--- src/hdl/rftx_pkg.sv ---
// Purpose: Shared constants and types for the transmitter sequencer
// Assumes: 25 MHz system clock
// Notes:   Lock time is a parameter default of the top module
package rftx_pkg;
   localparam int          CLK_MHZ        = 25;
   localparam int          LOCK_TIME_US   = 1000;
   // Longest lock time as an exact count of whole cycles
   localparam int          LOCK_CYC_DEF   = LOCK_TIME_US * CLK_MHZ;
   localparam int          LOCK_W         = 16;
   localparam logic [6:0]  TUNE_RATIO     = 7'h40;
   localparam logic [6:0]  TUNE_OFF       = 7'h00;
   // Crystal edges per half period of the divided clock
   localparam logic [1:0]  XEDGE_PER_HALF = 2'h2;
   localparam int          SYNC_W         = 4;
   localparam int          BUF_DEPTH      = 2;

   typedef enum logic [3:0]
   {
      ST_IDLE   = 4'h1,
      ST_SETTLE = 4'h2,
      ST_READY  = 4'h4,
      ST_SEND   = 4'h8
   } rftx_state_e;

   typedef struct packed
   {
      logic amp;
      logic cap_closed;
   } rftx_key_s;
endpackage : rftx_pkg

--- src/hdl/rftx_buf.sv ---
// Purpose: Two-entry buffer for keying words
// Assumes: Same clock domain on both sides
// Notes:   Flush empties it in one cycle
`timescale 1ns/1ns
`default_nettype none
module rftx_buf
(
   // Clock and reset
   input  wire logic            clock,
   input  wire logic            resetn,
   input  wire logic            flush,
   // Filling side
   input  wire logic            in_valid,
   output logic                 in_ready,
   input  wire rftx_pkg::rftx_key_s in_data,
   // Draining side
   output logic                 out_valid,
   input  wire logic            out_ready,
   output rftx_pkg::rftx_key_s  out_data
);
   import rftx_pkg::*;

   rftx_key_s  mem_q [BUF_DEPTH];
   logic       wr_q;
   logic       rd_q;
   logic [1:0] cnt_q;
   logic       push;
   logic       pop;

   assign in_ready  = (cnt_q != 2'h2);
   assign out_valid = (cnt_q != 2'h0);
   assign out_data  = mem_q[rd_q];
   assign push      = in_valid && in_ready && !flush;
   assign pop       = out_valid && out_ready && !flush;

   always_ff @(posedge clock or negedge resetn)
   begin
      if (!resetn)
      begin
         mem_q[0] <= '0;
         mem_q[1] <= '0;
      end
      else if (push)
         mem_q[wr_q] <= in_data;
   end

   always_ff @(posedge clock or negedge resetn)
   begin
      if (!resetn)
      begin
         wr_q  <= 1'b0;
         rd_q  <= 1'b0;
         cnt_q <= 2'h0;
      end
      else if (flush)
      begin
         wr_q  <= 1'b0;
         rd_q  <= 1'b0;
         cnt_q <= 2'h0;
      end
      else
      begin
         if (push)
            wr_q <= !wr_q;
         if (pop)
            rd_q <= !rd_q;
         if (push && !pop)
            cnt_q <= cnt_q + 2'h1;
         else if (pop && !push)
            cnt_q <= cnt_q - 2'h1;
      end
   end
endmodule : rftx_buf
`default_nettype wire

--- src/hdl/rftx_seq.sv ---
// Purpose: Power modes, lock wait, keying and clock output of the transmitter
// Assumes: All pins asynchronous to clock; crystal clock sampled as a level
// Notes:   Keying words pass a two-entry buffer drained when rf_ready is high
`timescale 1ns/1ns
`default_nettype none
// Notes on behaviour
// Enable and amplifier line low: everything off, standby.
// Enable high, amplifier low: oscillator, loop, clock driver on, amp off.
// Both high: amplifier also on.
// Lock and stable clock output within one millisecond after enable.
// Controller waits four milliseconds before adopting the crystal clock.
// ASK: amp line low four milliseconds, then keyed with data.
// FSK: wait four milliseconds, then amp line high throughout.
// FSK data keyed by the open-drain capacitor switch.
// Switch closed gives lower carrier than switch open.
// Controller drops amp line first, then enable.
// Tuned oscillator locks at sixty-four times crystal frequency.
// Controller clocks its shift unit from the returned clock.
// Shift unit two-wire for ASK, three-wire for FSK.
// Controller wakes on its RC oscillator until crystal clock adopted.
// Clock output runs at one quarter crystal frequency while driver on.
// Controller times the wait with margin for RC tolerance.
module rftx_seq
#(
   parameter logic [rftx_pkg::LOCK_W-1:0] LOCK_CYC =
      rftx_pkg::LOCK_W'(rftx_pkg::LOCK_CYC_DEF)
)
(
   // Clock and reset
   input  wire logic  clock,
   input  wire logic  resetn,
   // Pins from the controller
   input  wire logic  tx_en_line,
   input  wire logic  amp_on_line,
   input  wire logic  cap_sw_line_n,
   input  wire logic  crystal_osc,
   // RF stage ready for a new keying word
   input  wire logic  rf_ready,
   // Power state
   output logic       standby,
   output logic       osc_run,
   output logic       loop_run,
   output logic       clk_drv,
   output logic       locked,
   output logic [6:0] tune_ratio,
   // Keying and clock out
   output logic       power_amp,
   output logic       carrier_low,
   output logic       clk_out
);
   import rftx_pkg::*;

   logic [SYNC_W-1:0] meta_q;
   logic [SYNC_W-1:0] sync_q;
   logic              en_s;
   logic              amp_s;
   logic              cap_s;
   logic              crystal_node_s;
   logic              crystal_node_prev_q;
   logic              xedge;
   rftx_state_e       state_q;
   rftx_state_e       state_d;
   logic [LOCK_W-1:0] lock_cnt_q;
   logic              locked_q;
   logic              standby_q;
   logic              osc_run_q;
   logic              loop_run_q;
   logic              clk_drv_q;
   logic [6:0]        tune_ratio_q;
   logic              power_amp_q;
   logic              carrier_low_q;
   logic              clk_out_q;
   logic [1:0]        xcnt_q;
   rftx_key_s         key_now;
   rftx_key_s         last_q;
   rftx_key_s         pend_q;
   logic              pend_vld_q;
   logic              buf_in_ready;
   logic              buf_out_valid;
   rftx_key_s         buf_out;

   // Two-stage synchronisers for every pin
   genvar gi;
   generate
      for (gi = 0; gi < SYNC_W; gi++)
      begin : g_sync
         always_ff @(posedge clock or negedge resetn)
         begin
            if (!resetn)
            begin
               meta_q[gi] <= 1'b0;
               sync_q[gi] <= 1'b0;
            end
            else
            begin
               meta_q[gi] <= (gi == 0) ? tx_en_line :
                             (gi == 1) ? amp_on_line :
                             (gi == 2) ? !cap_sw_line_n : crystal_osc;
               sync_q[gi] <= meta_q[gi];
            end
         end
      end
   endgenerate

   assign en_s    = sync_q[0];
   assign amp_s   = sync_q[1];
   assign cap_s   = sync_q[2];
   assign crystal_node_s  = sync_q[3];
   assign xedge   = crystal_node_s && !crystal_node_prev_q;
   assign key_now = '{amp: amp_s, cap_closed: cap_s};

   always_comb
   begin
      state_d = state_q;
      case (state_q)
         ST_IDLE:   if (en_s) state_d = ST_SETTLE;
         ST_SETTLE: if (!en_s) state_d = ST_IDLE;
                    else if (lock_cnt_q == LOCK_CYC) state_d = ST_READY;
         ST_READY:  if (!en_s) state_d = ST_IDLE;
                    else if (power_amp_q) state_d = ST_SEND;
         ST_SEND:   if (!en_s) state_d = ST_IDLE;
                    else if (!power_amp_q) state_d = ST_READY;
         default:   state_d = ST_IDLE;
      endcase
   end

   always_ff @(posedge clock or negedge resetn)
   begin
      if (!resetn)
         state_q <= ST_IDLE;
      else
         state_q <= state_d;
   end

   // Lock wait counted from the enable rise
   always_ff @(posedge clock or negedge resetn)
   begin
      if (!resetn)
      begin
         lock_cnt_q <= '0;
         locked_q   <= 1'b0;
      end
      else if (!en_s)
      begin
         lock_cnt_q <= '0;
         locked_q   <= 1'b0;
      end
      else if (lock_cnt_q != LOCK_CYC)
         lock_cnt_q <= lock_cnt_q + LOCK_W'(1);
      else
         locked_q   <= 1'b1;
   end

   // Power modes follow the enable line; standby also needs the amp line low
   always_ff @(posedge clock or negedge resetn)
   begin
      if (!resetn)
      begin
         standby_q    <= 1'b1;
         osc_run_q    <= 1'b0;
         loop_run_q   <= 1'b0;
         clk_drv_q    <= 1'b0;
         tune_ratio_q <= TUNE_OFF;
      end
      else
      begin
         standby_q    <= !en_s && !amp_s;
         osc_run_q    <= en_s;
         loop_run_q   <= en_s;
         clk_drv_q    <= en_s;
         tune_ratio_q <= en_s ? TUNE_RATIO : TUNE_OFF;
      end
   end

   // Keying words enter the buffer on each change while enabled; none are sampled while a pending word waits for room
   always_ff @(posedge clock or negedge resetn)
   begin
      if (!resetn)
      begin
         last_q     <= '0;
         pend_q     <= '0;
         pend_vld_q <= 1'b0;
      end
      else if (!en_s)
      begin
         last_q     <= '0;
         pend_vld_q <= 1'b0;
      end
      else if (pend_vld_q && !buf_in_ready)
         pend_vld_q <= 1'b1;
      else if (key_now != last_q)
      begin
         last_q     <= key_now;
         pend_q     <= key_now;
         pend_vld_q <= 1'b1;
      end
      else
         pend_vld_q <= 1'b0;
   end

   rftx_buf u_buf
   (
      .clock     (clock),
      .resetn    (resetn),
      .flush     (!en_s),
      .in_valid  (pend_vld_q),
      .in_ready  (buf_in_ready),
      .in_data   (pend_q),
      .out_valid (buf_out_valid),
      .out_ready (rf_ready),
      .out_data  (buf_out)
   );

   // Amplifier and carrier shift from drained words
   always_ff @(posedge clock or negedge resetn)
   begin
      if (!resetn)
      begin
         power_amp_q   <= 1'b0;
         carrier_low_q <= 1'b0;
      end
      else if (!en_s)
      begin
         power_amp_q   <= 1'b0;
         carrier_low_q <= 1'b0;
      end
      else if (buf_out_valid && rf_ready)
      begin
         power_amp_q   <= buf_out.amp;
         carrier_low_q <= buf_out.cap_closed;
      end
   end

   // Quarter-rate clock: toggle every second crystal rising edge
   always_ff @(posedge clock or negedge resetn)
   begin
      if (!resetn)
      begin
         crystal_node_prev_q <= 1'b0;
         xcnt_q      <= 2'h0;
         clk_out_q   <= 1'b0;
      end
      else
      begin
         crystal_node_prev_q <= crystal_node_s;
         if (!clk_drv_q)
         begin
            xcnt_q    <= 2'h0;
            clk_out_q <= 1'b0;
         end
         else if (xedge && xcnt_q == XEDGE_PER_HALF - 2'h1)
         begin
            xcnt_q    <= 2'h0;
            clk_out_q <= !clk_out_q;
         end
         else if (xedge)
            xcnt_q <= xcnt_q + 2'h1;
      end
   end

   assign standby     = standby_q;
   assign osc_run     = osc_run_q;
   assign loop_run    = loop_run_q;
   assign clk_drv     = clk_drv_q;
   assign locked      = locked_q;
   assign tune_ratio  = tune_ratio_q;
   assign power_amp   = power_amp_q;
   assign carrier_low = carrier_low_q;
   assign clk_out     = clk_out_q;

   standby_off_a: assert property (@(posedge clock) disable iff (!resetn)
      (!en_s && !amp_s) |=> (standby_q && !osc_run_q && !loop_run_q
                             && !clk_drv_q && !power_amp_q))
      else $error("standby with a stage still on");

   run_no_amp_a: assert property (@(posedge clock) disable iff (!resetn)
      (en_s && !$past(en_s)) |=> (osc_run_q && loop_run_q && clk_drv_q
                                  && !power_amp_q))
      else $error("enable did not start the oscillator without amp");

   amp_keyed_a: assert property (@(posedge clock) disable iff (!resetn)
      (en_s && amp_s && rf_ready) [*6] |-> power_amp_q)
      else $error("amplifier not on with both lines high");

   lock_time_a: assert property (@(posedge clock) disable iff (!resetn)
      $rose(locked_q) |-> (lock_cnt_q == LOCK_CYC && $past(en_s)))
      else $error("lock flag out of step with its count");

   carrier_low_a: assert property (@(posedge clock) disable iff (!resetn)
      (en_s && cap_s && rf_ready) [*6] |-> carrier_low_q)
      else $error("closed switch did not lower the carrier");

   tune_ratio_a: assert property (@(posedge clock) disable iff (!resetn)
      en_s |=> (loop_run_q && tune_ratio_q == TUNE_RATIO))
      else $error("loop running at a wrong ratio");

   send_locked_a: assert property (@(posedge clock) disable iff (!resetn)
      (state_q == ST_SEND) |-> locked_q)
      else $error("keying state reached before lock");

   clk_quarter_a: assert property (@(posedge clock) disable iff (!resetn)
      (clk_drv_q && $changed(clk_out_q)) |->
         ($past(xedge) && $past(xcnt_q) == 2'h1))
      else $error("clock output toggled off the quarter rate");
endmodule : rftx_seq
`default_nettype wire

--- config.mk ---
export PLATFORM = sky130hd
export DESIGN_NAME = rftx_seq
export DESIGN_NICKNAME = d
export VERILOG_FILES = /design/src/hdl/rftx_pkg.sv /design/src/hdl/rftx_buf.sv /design/src/hdl/rftx_seq.sv
export SDC_FILE = /design/constraint.sdc
export NUM_CORES = 1
export LEC_CHECK = 0
export BUFFER_PORTS_ARGS = -buffer_cell sky130_fd_sc_hd__buf_2
export CORE_UTILIZATION = 30
export CTS_CLUSTER_DIAMETER = 200
export DETAILED_ROUTE_END_ITERATION = 16
export PLACE_DENSITY = 0.53
export SYNTH_ARGS = -nofsm -noshare
export SYNTH_HDL_FRONTEND = slang
export SYNTH_SLANG_ARGS = --single-unit
--- constraint.sdc ---
create_clock -name clock -period 1.5 [get_ports clock]
set_input_delay 0.075 -clock clock [delete_from_list [all_inputs] [get_ports clock]]
set_output_delay 0.075 -clock clock [all_outputs]
set_load 0.02 [all_outputs]
* Yosys cells after proc, flatten, opt, wreduce, memory -nomap -nowiden
Index checks and enable logic that the tools add are counted.
Operators by class: bitwise logic cells 3, multiplexer cells 33, equal/unequal tests 14, add/sub/neg operators 4, order comparisons 3, reductions and logical operators 24
Operators with widths (number):
- 16-bit 2-to-1 mux | 2
- 2-bit 2-to-1 mux | 13
- 16-bit by 1-bit adder with 16-bit output, second input constant | 1
- 16-bit by 15-bit inequality test with 1-bit output, second input constant | 1
- 1-bit 2-to-1 mux | 15
- 2-bit by 1-bit inequality test with 1-bit output, second input constant | 6
- 1-bit logical AND | 11
- 1-bit zero test | 10
- 7-bit 2-to-1 mux | 1
- 2-bit inequality test, second input constant | 3
- 2-bit by 1-bit adder with 2-bit output, second input constant | 2
- 4-bit bitwise mux | 1
- 2-bit >= comparator, second input constant | 2
- 1-bit NOT with 2-bit output | 2
- 3-bit by 1-bit inequality test with 1-bit output, second input constant | 1
- 3-bit by 2-bit inequality test with 1-bit output, second input constant | 1
- 3-bit AND reduction | 1
- 2-bit demux with 1-bit select | 1
- 2-bit by 1-bit == test with 1-bit output, second input constant | 1
- 2-bit by 1-bit < comparator with 1-bit output, second input constant | 1
- 2-bit inequality test | 1
- 2-bit AND reduction | 1
- 2-bit nonzero test | 1
- 2-bit by 1-bit subtractor with 2-bit output, second input constant | 1
- 1-bit NOT | 1
Word-level totals: bits in registers 53, output and inout port bits 15, bits of input ports 7, word-level logic and storage cells 111

* Logic depth before layout (Yosys ltp)
depth in word-level cells 8, gate-level depth with buffers 5, mapped depth without buffers 5

* Cells and area by module
From an unflattened synthesis, not the netlist that was laid out.
Second synthesis, totals: cells, all modules 189, area, all modules 2127.0 sq um
By module, submodules not included:
- rftx_seq | cells an instance 154, times used 1, sequential area each 952.2 sq um, area each 1699.1 sq um
- rftx_buf | cells an instance 35, times used 1, sequential area each 200.2 sq um, area each 427.9 sq um

* Worst setup path before layout
OpenSTA, ideal clock, no wires.
path kind flip-flop to flip-flop, start reg lock_cnt_q[0], end reg lock_cnt_q[0], arrival 1.510 ns, library setup time 0.079 ns, buffers on the path 0, required time 1.421 ns, setup slack -0.089 ns, period minus slack after synthesis 1.589 ns, stages on the path, launching flop included 6, path through dfrtp_1 inv_1 ha_1 or3b_2 nor4_4 mux2i_1
On the way: cells in the longest elaborated chain, start to end 3, elaborated cells between the ends (all ways) 5, classes of those cells 1 x add/sub; 2 x eq/ne; 2 x mux
Ends and longest elaborated chain:
- start, declared | line rftx_seq.sv:63 | logic [LOCK_W-1:0] lock_cnt_q;
- start signal, assigned | line rftx_seq.sv:149 | lock_cnt_q <= lock_cnt_q + LOCK_W'(1);
- 16-bit by 1-bit adder with 16-bit output | line rftx_seq.sv:149
- 16-bit 2-to-1 mux | line rftx_seq.sv:148 | else if (lock_cnt_q != LOCK_CYC)
- 16-bit 2-to-1 mux | line rftx_seq.sv:143 | else if (!en_s)
Parallel ways exist; a longest one is shown, timed or not. The select of a mux whose other input is x is not followed. A chain may end at the register's enable or synchronous reset.

* Worst setup path in the final report
start reg lock_cnt_q[11], end reg lock_cnt_q[1]
On the way: cells in the longest elaborated chain, start to end 2
Ends and longest elaborated chain (line):
- 16-bit by 15-bit inequality test with 1-bit output | rftx_seq.sv:148
- 2-bit by 1-bit inequality test with 1-bit output (no line)
Every way passes these cells.

==> results_dict.tcl <==
set metrics [dict create \
    status "finished, violations left" \
    violations "setup timing" \
    layout_setup_ws_ps -124 \
    core_um2 6760 \
    synth_seq_cells 46 \
    finish.utilization_pct 40.0 \
    cp.arrival_ps 1850 \
    worstSetupStartpointType "flop" \
    wl_per_cell_um 12.5 \
    synth_area_per_cell_um2 11.1 \
    initial_core_util_pct 30.8 \
    drtIter0Drc 71 \
    io_buffers 15 \
    globalplace.congestion 0.739 \
    ant_nets 0 \
    ys_seq_area_share_pct 55.3 \
    min_to "u_buf.cnt_q[1]" \
    cts_tree "yes" \
    rr_worst_depth 4 \
    leakagePower_nw 1.21 \
    swShare_pct 25.8 \
    insertedDiodeCount 0 \
    grt_max_degree 23 \
    area_delta_synth_final_pct 29.8 \
    rsz0062_at_grt "yes" \
    overflow 0 \
    max_cap_violations 0 \
    cts_made_buffers 5 \
    cts.sinks 46 \
    grt_pass1_wl_mm 6.77 \
    r2r_setup_slack_ps -120 \
    detailedPlace.worstSlack_ps -139 \
    htree_num_levels 2 \
    crit_slowest_cell "or4b_4" \
    worstReg2RegStart "lock_cnt_q[11]" \
    fin_skew_ps 8.58 \
    worstHoldPathType "in -> reg" \
    pwr-share-clk_pct 31.8 \
    period_share_pct 108 \
    setup_violations 6 \
    switching_power_uw 648 \
    fp.dieH_um 85.3 \
    crit_buf_inv 1 \
    synth_top_cell_by_area "dfrtp_1" \
    hold_viol_final 0 \
    firstDrtPassIters 4 \
    ys_types 39 \
    p_per_area_nw_per_um2 927 \
    crit_chain "or4b_4 > nor4_4 > buf_4 > mux2i_1" \
    cts-root-buf "clkbuf_8" \
    pwr-share-comb_pct 12.7 \
    irDropWorstVdd_uv 456 \
    synthArstFlopShare_pct 100 \
    holdCritStartpoint "rf_ready" \
    slowest_delay_ps 550 \
    dieArea_um2 7280 \
    final_nets 249 \
    critPathMaxFanout 4 \
    grt_usage_pct 11.9 \
    antenna_found_initial 0 \
    die_x_um 85.3 \
    slew_viol_final 0 \
    syn-cell-area_um2 2080 \
    clkSlewWorstSetupHoldPaths_ps 90 \
    clockBufferDepth 2 \
    yosys_warnings 0 \
    synth_top_flop_cell "dfrtp_1" \
    vias 1526 \
    r2r-end "lock_cnt_q[1]" \
    crit_type "reg -> reg" \
    end_kind "flop" \
    min_period_ps 1620 \
    finalPower_mw 2.51 \
    crit_required_ps 1730 \
    hold_path_depth 3 \
    hpwlAfterDp_mm 2.65 \
    final_layout_size_suffix_gt1_share_pct 33.6 \
    synth_top_cells_by_count "dfrtp_1, nand2_1, a21oi_1" \
    synth_edf_count 0 \
    drcViolationCount 0 \
    clk_latency_ps 300 \
    internal_power_mw 1.86 \
    rows 30 \
    grt_pass1_vias 1430 \
    crit_family "simple AND/OR/NAND/NOR gates" \
    max_clock_freq_mhz 616 \
    synth.area.top_cells "dfrtp_1, mux2i_1, buf_4, mux2_1, a21oi_1" \
    num_io_pins 22 \
    yosysTopAreaCellShare_pct 54.1 \
    routed_via_density 4.75 \
    synth_cells 187 \
    synth.most_common_cell "dfrtp_1" \
    p_seq_share_pct 55.5 \
    wirelength_mm 4.01 \
]
cell families (layout without fill, tap and decap cells):
logic type               Yosys count  after routing  share of synthesized area [%]
flip-flops                        46             46                           55.3
XOR/XNOR                           7              7                           2.94
multiplexers                      16             16                           8.05
buffers and inverters             20             69                           5.41
AND/OR/NAND/NOR                   65             65                           18.1
adder cells (fa/ha/maj)            2              2                           1.20
AO/OA/AOI/OAI                     30             30                           8.83
other                              1              6                          0.180
area by class of cell:
| type | instances | area [um^2] |
|---|---|---|
| multi-input cells | 126 | 942 |
| flip-flops and latches | 46 | 1150 |
| repair buffers | 53 | 385 |
| well taps | 80 | 100 |
| clock inverters | 2 | 12.5 |
| clock buffers | 6 | 82.6 |
| fillers | 663 | 4050 |
| inverters | 8 | 30.0 |
worst max path at each step:
stage,depth (start not counted),slack [ps],to,start
after global placement,3,-110,lock_cnt_q[0],lock_cnt_q[11]
final,4,-120,lock_cnt_q[1],lock_cnt_q[11]
after global routing,6,-180,lock_cnt_q[1],lock_cnt_q[0]
after floorplan,3,-70,lock_cnt_q[0],lock_cnt_q[11]
after detailed placement,3,-140,lock_cnt_q[1],lock_cnt_q[11]
after CTS,4,-100,lock_cnt_q[1],lock_cnt_q[9]
metal layers:
layer / track usage [%] / vias up / share of wire (%)
met5: 0 / - / 0
met4: 4.55 / 0 / 1.3
met3: 3.21 / 6 / 2.5
met2: 18.2 / 18 / 48
met1: 16.3 / 745 / 48
li1: - / 757 / -
power groups by stage:
stage	Sequential [mW]	Combinational (mW)	Clock (mW)
6_report	1.39	0.318	0.798
5_1_grt	1.41	0.356	0.888
4_1_cts	1.40	0.316	0.822
3_5_place_dp	1.42	0.300	0
3_3_place_gp	1.42	0.297	0
2_1_floorplan	1.42	0.185	0
worst min-delay path, cell delays in order:
cell,delay (ps)
buf_2,130
a21o_1,90
a21oi_1,60
sequential cells by signal, summed over array words and instances (netlist names), 2 cells and up:
| signal | cells |
|---|---|
| lock_cnt_q | 16 |
| xcnt_q | 2 |
| pend_q | 2 |
| u_buf.mem_q | 4 |
| last_q | 2 |
| u_buf.cnt_q | 2 |
| meta_q | 4 |
layout by cell type (no fill, tap or decap), types with 2 or more instances in the layout:
| cell type | count |
|---|---|
| inv_1 | 6 |
| nor2b_1 | 2 |
| o211ai_1 | 2 |
| mux2i_1 | 10 |
| or3_1 | 2 |
| nand4_1 | 6 |
| dlygate4sd3_1 | 5 |
| a21oi_1 | 7 |
| nor4_4 | 2 |
| mux2_1 | 6 |
| and2_1 | 2 |
| nand2_1 | 14 |
| or4_4 | 4 |
| o31ai_1 | 2 |
| buf_2 | 15 |
| or3_4 | 2 |
| conb_1 | 6 |
| xor2_1 | 6 |
| nor2_1 | 11 |
| nand3b_1 | 2 |
| clkbuf_8 | 6 |
| a21oi_2 | 5 |
| inv_2 | 2 |
| nor4_1 | 2 |
| nand3_1 | 4 |
| o21a_1 | 2 |
| buf_4 | 32 |
| dfrtp_1 | 45 |
| a211oi_1 | 2 |
| or4b_4 | 2 |
| nand2b_1 | 4 |
| o21ai_1 | 4 |
repair_timing:
item | in CTS | in global routing
endpoints found under the hold margin | 49 | 0
setup endpoints to repair | 11 | 12
buffers inserted | 6 | 1
pin swaps | 10 | 6
hold buffers | 5 | 0
resized for setup | 3 | 18
stage by stage:
step	instances	hold slack, ps	setup TNS (ps)	area, um^2
finish	321	102	-391	2710
detailed placement	302	-21.1	-662	2420
global placement	302	-19.1	-509	2420
global route	321	121	-1000	2710
floorplan	192	-221	-188	2110
CTS	320	93.2	-256	2620
No activity file was read; power rests on OpenSTA's default activity.
